$ cat config.mk
export PLATFORM = sky130hd
export DESIGN_NAME = gpp_port
export DESIGN_NICKNAME = d
export VERILOG_FILES = /design/src/core/gpp_pkg.sv /design/src/core/gpp_sync.sv /design/src/core/gpp_port.sv
export VERILOG_INCLUDE_DIRS = /design/src /design/src/core
export SDC_FILE = /design/constraint.sdc
export NUM_CORES = 1
export LEC_CHECK = 0
export ABC_AREA = 1
export ABC_CLOCK_PERIOD_IN_PS = 2300
export BUFFER_PORTS_ARGS = -buffer_cell sky130_fd_sc_hd__buf_2
export CAP_MARGIN = 10
export CORE_AREA = 5 5 95 97
export DETAILED_ROUTE_END_ITERATION = 16
export DIE_AREA = 0 0 100 102
export GPL_TIMING_DRIVEN = 1
export PLACE_DENSITY = 0.76
export SLEW_MARGIN = 40
export SYNTH_ARGS = -nofsm -noshare
export SYNTH_HDL_FRONTEND = slang
export SYNTH_HIERARCHICAL = 1
export SYNTH_SLANG_ARGS = --single-unit
$ cat constraint.sdc
create_clock -name REF_CLK -period 2.3 [get_ports REF_CLK]
set_input_delay 0.115 -clock REF_CLK [delete_from_list [all_inputs] [get_ports REF_CLK]]
set_output_delay 0.115 -clock REF_CLK [all_outputs]
set_load 0.05 [all_outputs]
$ cat src/core/gpp_defines.svh
// gpp_defines.svh: address map, bit layout, reset values and masks of the gpio port
// assumes: included by the package and the port modules, byte addresses on a 12-bit apb bus
`ifndef GPP_DEFINES_SVH
`define GPP_DEFINES_SVH

// register byte addresses
`define GPP_ADDR_LATCH   12'h000
`define GPP_ADDR_DIR     12'h004
`define GPP_ADDR_PULL    12'h008
`define GPP_ADDR_STBY    12'h00c

// pins 5, 4, 3 and 0 exist
`define GPP_IMPL_MASK    8'h39
// pin 0 has no pull-up resistor
`define GPP_NOPULL_MASK  8'h01
// n-channel open-drain pins
`define GPP_OD_MASK      8'h01
// pins wired to the external interrupt lines
`define GPP_IRQ_MASK     8'h38
// pin reached through the interrupt pin routing
`define GPP_ROUTE_MASK   8'h01
// float-select bit in the standby control register
`define GPP_FLOAT_BIT    0

// reset values
`define GPP_LATCH_RST    8'h00
`define GPP_DIR_RST      8'h00
`define GPP_PULL_RST     8'h00
`define GPP_FLOAT_RST    1'b0

`endif

$ cat src/core/gpp_pkg.sv
// gpp_pkg.sv: types of the gpio port
// assumes: gpp_defines.svh sits next to it
package gpp_pkg;
  `include "gpp_defines.svh"

  typedef logic [7:0]  gpp_byte_t;
  typedef logic [11:0] gpp_addr_t;
  typedef logic [31:0] gpp_word_t;

  typedef struct packed {
    gpp_byte_t stage1;
    gpp_byte_t stage2;
  } gpp_sync_t;

  typedef struct packed {
    gpp_byte_t latch;
    gpp_byte_t dir;
    gpp_byte_t pull;
    logic      flt_sel;
    gpp_word_t rdata;
    gpp_byte_t pin_out;
    gpp_byte_t pin_oe;
    gpp_byte_t pull_on;
    gpp_byte_t irq_lvl;
    gpp_byte_t per_in;
  } gpp_state_t;
endpackage

$ cat src/core/gpp_sync.sv
// gpp_sync.sv: two-stage synchroniser for the eight pin levels
// assumes: pins are asynchronous to ref_clk; only the second stage is read outside
module gpp_sync (
  // clock and control
  input  wire logic              clk,
  input  wire logic              rst,
  input  wire logic              en,
  // data
  input  wire gpp_pkg::gpp_byte_t d,
  output      gpp_pkg::gpp_byte_t q
);
  import gpp_pkg::*;

  gpp_sync_t s_r;
  gpp_sync_t s_nxt;

  always_comb begin
    s_nxt = s_r;
    if (en) begin
      s_nxt.stage1 = d;
      s_nxt.stage2 = s_r.stage1;
    end
  end

  always_ff @(posedge clk) begin
    if (rst) begin
      s_r <= '0;
    end else begin
      s_r <= s_nxt;
    end
  end

  assign q = s_r.stage2;
endmodule // gpp_sync

$ cat src/core/gpp_port.sv
// gpp_port.sv: eight-bit gpio port with four pins, apb register slave
// assumes: apb master on ref_clk, pins and pad logic outside, pads resolve oe/out
//
// Summary of operation
// - direction bit 1 makes the pin an output driven from the latch.
// - latch write reaches an output pin at once.
// - latch write on an input pin is stored but not driven.
// - data read of an output-mode pin returns the latch.
// - direction bit 0 makes an input; normal read returns pin level.
// - read-modify-write read returns the latch in every mode.
// - peripheral output enable drives the pin; normal read returns pin level.
// - normal read returns pin level even when a peripheral takes it as input.
// - reset clears every direction bit, all pins inputs.
// - float select and stop/watch: pins high-z, inputs forced low.
// - pins with enabled external interrupt keep their input during float.
// - float select 0 keeps pin state unchanged in stop/watch.
// - interrupt-capable pin levels go to the interrupt circuit at all times except in float, where pins without an enabled interrupt go low.
// - pull-up bit 1 connects the pull-up, 0 disconnects it.
// - a pin driving low always has its pull-up disconnected.
// - pull-up bit 0 is read/write but pin 0 has no pull-up.
// - open-drain output pin releases to high-z on data 1.
// - bits 5, 4, 3 and 0 are the four pins, others unimplemented.
`include "gpp_defines.svh"
module gpp_port (
  // clock, reset, enable
  input  wire logic               REF_CLK,
  input  wire logic               RESET,
  input  wire logic               CLK_EN,
  // apb slave
  input  wire logic               PSEL,
  input  wire logic               PENABLE,
  input  wire logic               PWRITE,
  input  wire gpp_pkg::gpp_addr_t PADDR,
  input  wire gpp_pkg::gpp_word_t PWDATA,
  output      gpp_pkg::gpp_word_t PRDATA,
  output      logic               PREADY,
  output      logic               PSLVERR,
  // cpu read qualifier
  input  wire logic               RMW_READ,
  // pads
  input  wire gpp_pkg::gpp_byte_t PIN_IN,
  output      gpp_pkg::gpp_byte_t PIN_OUT,
  output      gpp_pkg::gpp_byte_t PIN_OE,
  output      gpp_pkg::gpp_byte_t PULLUP_ON,
  // shared peripherals
  input  wire gpp_pkg::gpp_byte_t PERIPH_OE,
  input  wire gpp_pkg::gpp_byte_t PERIPH_OUT,
  output      gpp_pkg::gpp_byte_t PERIPH_IN,
  // standby and external interrupt circuit
  input  wire logic               STOP_WATCH_MODE,
  input  wire gpp_pkg::gpp_byte_t EXT_IRQ_EN,
  input  wire logic               IRQ_ROUTE_EN,
  output      gpp_pkg::gpp_byte_t IRQ_LEVEL
);
  import gpp_pkg::*;

  // masks as typed constants so that single bits can be selected in the pin loop
  localparam gpp_byte_t impl_m   = `GPP_IMPL_MASK;
  localparam gpp_byte_t nopull_m = `GPP_NOPULL_MASK;
  localparam gpp_byte_t od_m     = `GPP_OD_MASK;

  gpp_state_t q;
  gpp_state_t d;
  gpp_byte_t  pin_sync;
  gpp_byte_t  irq_keep;
  gpp_byte_t  pin_level;
  gpp_byte_t  drv_val;
  gpp_byte_t  drv_en;
  gpp_byte_t  pad_out;
  gpp_byte_t  pad_oe;
  gpp_byte_t  pull_on;
  gpp_byte_t  data_rd;
  gpp_word_t  rd_mux;
  logic       addr_hit;
  logic       setup_rd;
  logic       access_wr;
  logic       float_now;
  logic       float_nxt;

  gpp_sync u_sync (
    .clk (REF_CLK),
    .rst (RESET),
    .en  (CLK_EN),
    .d   (PIN_IN),
    .q   (pin_sync)
  );

  assign addr_hit  = (PADDR == `GPP_ADDR_LATCH) || (PADDR == `GPP_ADDR_DIR) ||
                     (PADDR == `GPP_ADDR_PULL)  || (PADDR == `GPP_ADDR_STBY);
  assign setup_rd  = PSEL && !PENABLE && !PWRITE;
  assign access_wr = PSEL && PENABLE && PWRITE;
  assign float_now = q.flt_sel && STOP_WATCH_MODE;
  assign float_nxt = d.flt_sel && STOP_WATCH_MODE;

  // the routed debug/counter-clock pin counts as interrupt-enabled
  assign irq_keep = (EXT_IRQ_EN & `GPP_IRQ_MASK) |
                    ({8{IRQ_ROUTE_EN}} & `GPP_ROUTE_MASK);

  genvar i;
  generate
    for (i = 0; i < 8; i++) begin : g_pin
      // peripheral output wins over the port latch
      assign drv_val[i] = PERIPH_OE[i] ? PERIPH_OUT[i] : d.latch[i];
      // standby float overrides direction; with float off nothing changes
      assign drv_en[i]  = (PERIPH_OE[i] | d.dir[i]) & impl_m[i] &
                          ~float_nxt;
      // open drain never drives high, it releases instead
      assign pad_out[i] = drv_val[i] & ~od_m[i];
      assign pad_oe[i]  = drv_en[i] & ~(od_m[i] & drv_val[i]);
      assign pull_on[i] = d.pull[i] & ~nopull_m[i] & impl_m[i] &
                          ~(pad_oe[i] & ~pad_out[i]);
      // floating inputs are clamped low to stop leakage unless an irq needs them
      assign pin_level[i] = pin_sync[i] & ~(float_now & ~irq_keep[i]);
      // output-mode port pins and rmw reads see the latch, others the pin
      assign data_rd[i] = (RMW_READ || (q.dir[i] && !PERIPH_OE[i])) ?
                          q.latch[i] : pin_level[i];
    end
  endgenerate

  always_comb begin
    rd_mux = '0;
    case (PADDR)
      `GPP_ADDR_LATCH: rd_mux[7:0] = data_rd & `GPP_IMPL_MASK;
      `GPP_ADDR_DIR:   rd_mux[7:0] = q.dir;
      `GPP_ADDR_PULL:  rd_mux[7:0] = q.pull;
      `GPP_ADDR_STBY:  rd_mux[`GPP_FLOAT_BIT] = q.flt_sel;
      default:         rd_mux = '0;
    endcase
  end

  always_comb begin
    d = q;
    if (setup_rd) begin
      d.rdata = rd_mux;
    end
    if (access_wr) begin
      case (PADDR)
        `GPP_ADDR_LATCH: d.latch = PWDATA[7:0] & `GPP_IMPL_MASK;
        `GPP_ADDR_DIR:   d.dir   = PWDATA[7:0] & `GPP_IMPL_MASK;
        `GPP_ADDR_PULL:  d.pull  = PWDATA[7:0] & `GPP_IMPL_MASK;
        `GPP_ADDR_STBY:  d.flt_sel = PWDATA[`GPP_FLOAT_BIT];
        default:         d.latch = q.latch;
      endcase
    end
    d.pin_out = pad_out;
    d.pin_oe  = pad_oe;
    d.pull_on = pull_on;
    // interrupt lines follow the pin whatever function it serves
    d.irq_lvl = pin_level & (`GPP_IRQ_MASK | `GPP_ROUTE_MASK);
    d.per_in  = pin_level;
  end

  always_ff @(posedge REF_CLK) begin
    if (RESET) begin
      q         <= '0;
      q.latch   <= `GPP_LATCH_RST;
      q.dir     <= `GPP_DIR_RST;
      q.pull    <= `GPP_PULL_RST;
      q.flt_sel <= `GPP_FLOAT_RST;
    end else if (CLK_EN) begin
      q <= d;
    end
  end

  // zero wait states; a frozen clock enable stretches nothing, so the master
  // must keep CLK_EN high across a transfer
  assign PREADY    = 1'b1;
  assign PSLVERR   = PSEL && PENABLE && !addr_hit;
  assign PRDATA    = q.rdata;
  assign PIN_OUT   = q.pin_out;
  assign PIN_OE    = q.pin_oe;
  assign PULLUP_ON = q.pull_on;
  assign PERIPH_IN = q.per_in;
  assign IRQ_LEVEL = q.irq_lvl;
endmodule // gpp_port

==> results.json, run 1 <==
{
  "status": "finished clean",
  "placedCellCount": 622,
  "synth_edf_count": 0,
  "placed_area_mm2": 0.003518,
  "finalSetupViolCount": 0,
  "r2r-end": "PRDATA[3]",
  "crit_fanout": 8,
  "ctsHoldBuffers": 0,
  "worst_slack_ns": 0.6731,
  "cpMaxStageDelayCell": "o21ai_0",
  "ys_seq_elements": 59,
  "n_antenna_cell": 0,
  "synth.top_cells.by_count": "82 x buf_4, 82 x nand2_1, 59 x dfxtp_1",
  "synth_top_cell_by_area": "dfxtp_1",
  "p_leak_uw": 0.001926,
  "endpoint_kind": "flop",
  "netlist_instances": 490,
  "num_vias": 2934,
  "core_area_mm2": 0.008051,
  "place.gp.congestion": 0.9330,
  "crit_type": "flop to flop",
  "die_h_um": 102,
  "grt_pass1_vias": 2609,
  "drt-initial-drc-count": 120,
  "pre_cts_slack_ns": 0.6098,
  "syn_avg_cell_area_um2": 7.196,
  "drc": 0,
  "synth_top_area_share": 0.3350,
  "max_freq_mhz": 614.7,
  "grt_pass1_wl_um": 12290,
  "antenna_found_initial": 0,
  "initial_utilization": 0.4379,
  "cts-resized-gates": 0,
  "async_reset_ff_frac": 0,
  "fin_nets": 613,
  "crit_chain": "nand2_1 > o21ai_0 > a21oi_1 > o21ai_0 > nand3_1 > nand2_1 > a21oi_1",
  "peakVddDrop_uv": 508.4,
  "drive_gt1_frac": 0.2514,
  "final.setup.tns_ns": 0,
  "path_clk_slew_ns": 0.07,
  "wl_per_cell_um": 12.34,
  "drv_cap": 0,
  "clock_skew_ns": 0.005705,
  "hold_path_class": "input pin to flop",
  "grt_use_total": 0.1541,
  "sequentialPowerShare": 0.411,
  "endpoint": "PRDATA[3]",
  "first_pass_iters": 4,
  "tightestPinTransition_ns": 0.5144,
  "grt_start_max_net_pins": 30,
  "insertion_delay_ns": 0.35,
  "min_period_ns": 1.627,
  "worstPathRequired_ns": 2.52,
  "cts_tree": "done",
  "io_buffer_count": 82,
  "reg2reg_from": "q[72]",
  "drtAntennaViolNets": 0,
  "worstPathArrival_ns": 1.85,
  "area_growth_syn_to_layout_pct": 5.926,
  "stdcell_count": 638,
  "fin_crit_sh": 0.7073,
  "syn-cell-area_mm2": 0.003526,
  "power_frac_clock": 0.391,
  "cts_root_buf": "clkbuf_8",
  "rows": 33,
  "ys_seq_area_frac": 0.3350,
  "cts_max_path_buffers": 2,
  "switching_power_uw": 873.5,
  "synthTopCellsByArea": "dfxtp_1 33%, buf_4 17%, nand2_1 8.7%",
  "internal_power_uw": 1787,
  "ys.flop_type": "dfxtp_1",
  "overflow": 0,
  "r2r_cells": 7,
  "slowest_delay_ns": 0.51,
  "fin_area_mm2": 0.003735,
  "dieArea_mm2": 0.01020,
  "hold_viol": 0,
  "yosysWarnings": 6,
  "rsz0062_at_grt": "no",
  "io_pins": 159,
  "power_density_mw_per_mm2": 712.2,
  "p_total_uw": 2660,
  "cts_setup_buffers": 0,
  "vias_per_cell": 4.599,
  "comb_power_share": 0.198,
  "die_w_um": 100,
  "dp_hpwl_um": 5962,
  "switching_share": 0.3284,
  "rrSetupSlack_ns": 0.67,
  "setup.worst_path.start_class": "flop",
  "cts_made_buffers": 9,
  "clock-sinks": 59,
  "synth_cell_types": 34,
  "routed_wl_um": 7876,
  "h-tree-depth": 3,
  "cp-startpoint": "q[72]",
  "maxSlewViolCount": 0,
  "relSlewSlack": 0.6535
}
## stage by stage
stage / hold slack [ns] / util
6_report: 0.04126 / 0.4639
5_1_grt: 0.02987 / 0.4639
4_1_cts: 0.02511 / 0.4639
3_5_place_dp: 0.4044 / 0.4370
3_3_place_gp: 0.3959 / 0.4370
2_1_floorplan: 0.1935 / -
## cell type report
| type | count | area, um2 |
|---|---|---|
| inverter | 59 | 221.5 |
| multi-input combinational | 314 | 1551 |
| clock buffer | 9 | 123.9 |
| tap | 105 | 131.4 |
| sequential | 59 | 1181 |
| timing repair buffer | 85 | 432.9 |
| fill | 852 | 4317 |
| clock inverter | 7 | 92.59 |
## cells by family (layout without fill, tap and decap cells)
group | count (synthesis) | in the layout | synth area share
AND/OR/NAND/NOR | 184 | 184 | 0.2495
buffers and inverters | 158 | 160 | 0.2686
AO/OA/AOI/OAI | 87 | 87 | 0.1448
flip-flops | 59 | 59 | 0.3350
other | 2 | 43 | 0.002130
## registers in the layout, summed over array words and instances, names as in the netlist
name and cells:
PULLUP_ON 3, u_sync/q 8, PRDATA 4, q 17, PERIPH_IN 8, u_sync/s_r 8, PIN_OUT 7, PIN_OE 4
## layer usage
| metal | track usage | share of wire |
|---|---|---|
| met5 | 0 | 0 |
| met1 | 0.1918 | 0.41 |
| met2 | 0.2494 | 0.46 |
| met3 | 0.06689 | 0.12 |
| met4 | 0.03420 | 0.010 |
## placed cells by master, fill, tap and decap left out, types with 11 or more instances in the layout
cell,Yosys,routed
o211ai_1,11,11
nand3_1,20,20
o21ai_0,26,26
a21oi_1,34,34
buf_2,1,82
dfxtp_1,59,59
conb_1,2,43
inv_1,57,56
nand2_1,82,82
nor2_1,44,44
## power by group through the flow
stage | combinational (uW) | clock (uW) | sequential [uW]
after floorplan | 522 | 0 | 1110
after global placement | 520 | 0 | 1120
after detailed placement | 526 | 0 | 1120
after CTS | 527 | 1070 | 1090
after global routing | 567 | 1130 | 1100
final | 527 | 1040 | 1090
## worst min path at each step
stage,cells after the start,from,end
2_1_floorplan,1,RESET,q[89]
3_3_place_gp,3,PERIPH_OE[6],PIN_OUT[6]
3_5_place_dp,3,PERIPH_OUT[2],PIN_OUT[2]
4_1_cts,3,PERIPH_OE[6],PIN_OUT[6]
5_1_grt,3,PERIPH_OE[7],PIN_OUT[7]
6_report,3,PERIPH_OE[6],PIN_OUT[6]
## critical path, delay by kind of cell, from the launching register on
| kind | cells | cell delay, ns |
|---|---|---|
| AND/OR/NAND/NOR | 3 | 0.39 |
| AO/OA/AOI/OAI | 4 | 0.79 |
| flip-flops | 1 | 0.33 |
Note: power is estimated with default switching activity, not from simulation.
==> inputs of run 2 (changes only) <==
ABC_AREA = 0   (was 1)
ABC_CLOCK_PERIOD_IN_PS = 1600   (was 2300)
CORE_AREA = 5 5 93 95   (was 5 5 95 97)
DIE_AREA = 0 0 98 100   (was 0 0 100 102)
PLACE_DENSITY = 0.77   (was 0.76)
clock period = 1.6 ns   (was 2.3 ns; I/O delays follow)
==> results.json, run 2 <==
{
  "status": "finished with violations",
  "violations": "setup timing",
  "final_util": 0.5362,
  "first_pass_iters": 4,
  "routed_wl_um": 8298,
  "ys_seq_elements": 59,
  "wl_per_cell_um": 14.66,
  "worstPathRequired_ns": 1.52,
  "peakVddDrop_uv": 361.8,
  "dieArea_mm2": 0.009800,
  "p_total_uw": 3783,
  "h-tree-depth": 3,
  "path_clk_slew_ns": 0.07,
  "vias_per_cell": 4.830,
  "synthTopCellsByArea": "dfxtp_1 35%, buf_4 18%, mux2i_1 12%",
  "io_buffer_count": 82,
  "reg2reg_from": "q[72]",
  "fin_nets": 544,
  "endpoint_kind": "output pin",
  "whs_path_depth": 3,
  "antenna_found_initial": 0,
  "n_antenna_cell": 0,
  "power_density_mw_per_mm2": 922.7,
  "insertion_delay_ns": 0.34,
  "finalSetupViolCount": 2,
  "drive_gt1_frac": 0.3362,
  "clock-sinks": 59,
  "p_leak_uw": 0.001901,
  "num_vias": 2734,
  "regMostFlops": "q",
  "hold_end": "PIN_OUT[7]",
  "cts_tree": "done",
  "synth_edf_count": 0,
  "crit_fanout": 6,
  "synth_top_area_share": 0.3472,
  "grt_pass1_wl_um": 12940,
  "drv_cap": 0,
  "yosysMostFrequentCell": "buf_4",
  "netlist_instances": 390,
  "place.gp.congestion": 0.8615,
  "die_h_um": 100,
  "ys.flop_type": "dfxtp_1",
  "die_w_um": 98,
  "grt_use_total": 0.1626,
  "drtAntennaViolNets": 0,
  "core_area_mm2": 0.007647,
  "drc": 0,
  "cts_max_path_buffers": 2,
  "max_freq_mhz": 609.9,
  "io_pins": 159,
  "pre_cts_slack_ns": -0.3674,
  "synth_top_cell_by_area": "dfxtp_1",
  "syn_avg_cell_area_um2": 8.723,
  "rrSetupSlack_ns": 0.20,
  "worstPathArrival_ns": 1.56,
  "hold_path_class": "input pin to flop",
  "setup.worst_path.start_class": "input pin",
  "hold_viol": 0,
  "min_from": "PERIPH_OUT[7]",
  "fin_crit_sh": 1.025,
  "async_reset_ff_frac": 0,
  "initial_utilization": 0.4449,
  "worst_slack_ns": -0.03949,
  "synth_cell_types": 45,
  "drt-initial-drc-count": 170,
  "synth.top_cells.by_count": "81 x buf_4, 59 x dfxtp_1, 42 x mux2i_1, 42 x nor2_1, 25 x a21oi_1",
  "r2r-end": "PRDATA[0]",
  "rsz0062_at_grt": "yes",
  "cts_root_buf": "clkbuf_8",
  "area_growth_syn_to_layout_pct": 20.52,
  "crit_type": "input pin to output pin",
  "ys_seq_area_frac": 0.3472,
  "overflow": 0,
  "layout_common_cells": "79 x buf_2, 59 x dfxtp_1, 43 x conb_1, 42 x nor2_1, 33 x mux2i_1",
  "dp_hpwl_um": 5968,
  "yosysWarnings": 6,
  "final_common_cell": "buf_2",
  "min_period_ns": 1.639,
  "r2r_cells": 5,
  "largest_reg_flops": 17,
  "maxSlewViolCount": 0,
  "clock_skew_ns": 0.004945,
  "grt_start_max_net_pins": 26,
  "syn-cell-area_mm2": 0.003402,
  "cts_made_buffers": 9,
  "finalHoldWorstSlack_ns": 0.06891,
  "grt_pass1_vias": 2678,
  "rows": 32
}
-- run 2: cell types whose count changed after synthesis, sizes merged, moves of 8 or more --
cell    previous run  this run
nand2             87        17
inv               59         6
mux2i              0        42
o21ai             29         4
nand3             28        10
nand2b             0        14
a21oi             37        25
nor2b              0        10
nor2              50        42
o211ai            11         3
-- run 2: where the power goes --
part | switching, uW | total, uW | internal (uW)
Sequential | 19.7 | 1530 | 1510
Clock | 634 | 1600 | 967
Combinational | 483 | 657 | 174
-- run 2: routing by layer --
layer / GRT usage / part of all wire
met5: 0 / 0
met4: 0.07668 / 0.013
met3: 0.03197 / 0.079
met2: 0.2660 / 0.49
met1: 0.2067 / 0.42
-- run 2: timing repair --
item / CTS / global route
resized for setup: 13 / 25
hold endpoints to repair: 8 / 0
hold buffers: 8 / 0
endpoints found under the setup margin: 2 / 15
pin swaps: 5 / 10
buffers inserted: 2 / 4
-- run 2: worst max path at each step --
stage	startpoint	endpoint	cells past startpoint
2_1_floorplan	PADDR[7]	PULLUP_ON[5]	6
3_3_place_gp	PADDR[7]	PIN_OE[0]	7
3_5_place_dp	PADDR[7]	PIN_OE[0]	7
4_1_cts	PADDR[1]	PSLVERR	6
5_1_grt	PADDR[8]	PSLVERR	5
6_report	PADDR[8]	PSLVERR	5
-- run 2: final cells by class --
class                   count  area (um2)
repair buffers            117       726.9
inverters                   6       22.52
well taps                 102       127.6
fillers                   684        3547
clock buffers              11       151.4
flip-flops and latches     59        1181
multi-input cells         266        1807
clock inverters             5       83.83
-- run 2: critical path: stages --
cell    delay [ns]
buf_6         0.09
or4_4         0.62
or4_4         0.46
and3_4        0.17
buf_8         0.14
-- run 2: cells by family (layout without fill, tap and decap cells) --
logic type	count (synthesis)	in the layout	synth area share
and+or+nand+nor	122	122	0.1986
DFF	59	59	0.3472
AOI/OAI and AO/OA	58	58	0.1100
muxes	43	43	0.1269
other	2	43	0.002208
buffers and inverters	106	139	0.2152
-- run 2: through the flow --
| stage | instance area (um2) | setup TNS [ns] | instances |
|---|---|---|---|
| after floorplan | 3588 | -4.871 | 431 |
| after global placement | 3573 | -7.009 | 537 |
| after detailed placement | 3573 | -7.829 | 537 |
| after CTS | 3954 | -0.4496 | 563 |
| after global routing | 4100 | -0.1664 | 566 |
| final | 4100 | -0.04475 | 566 |
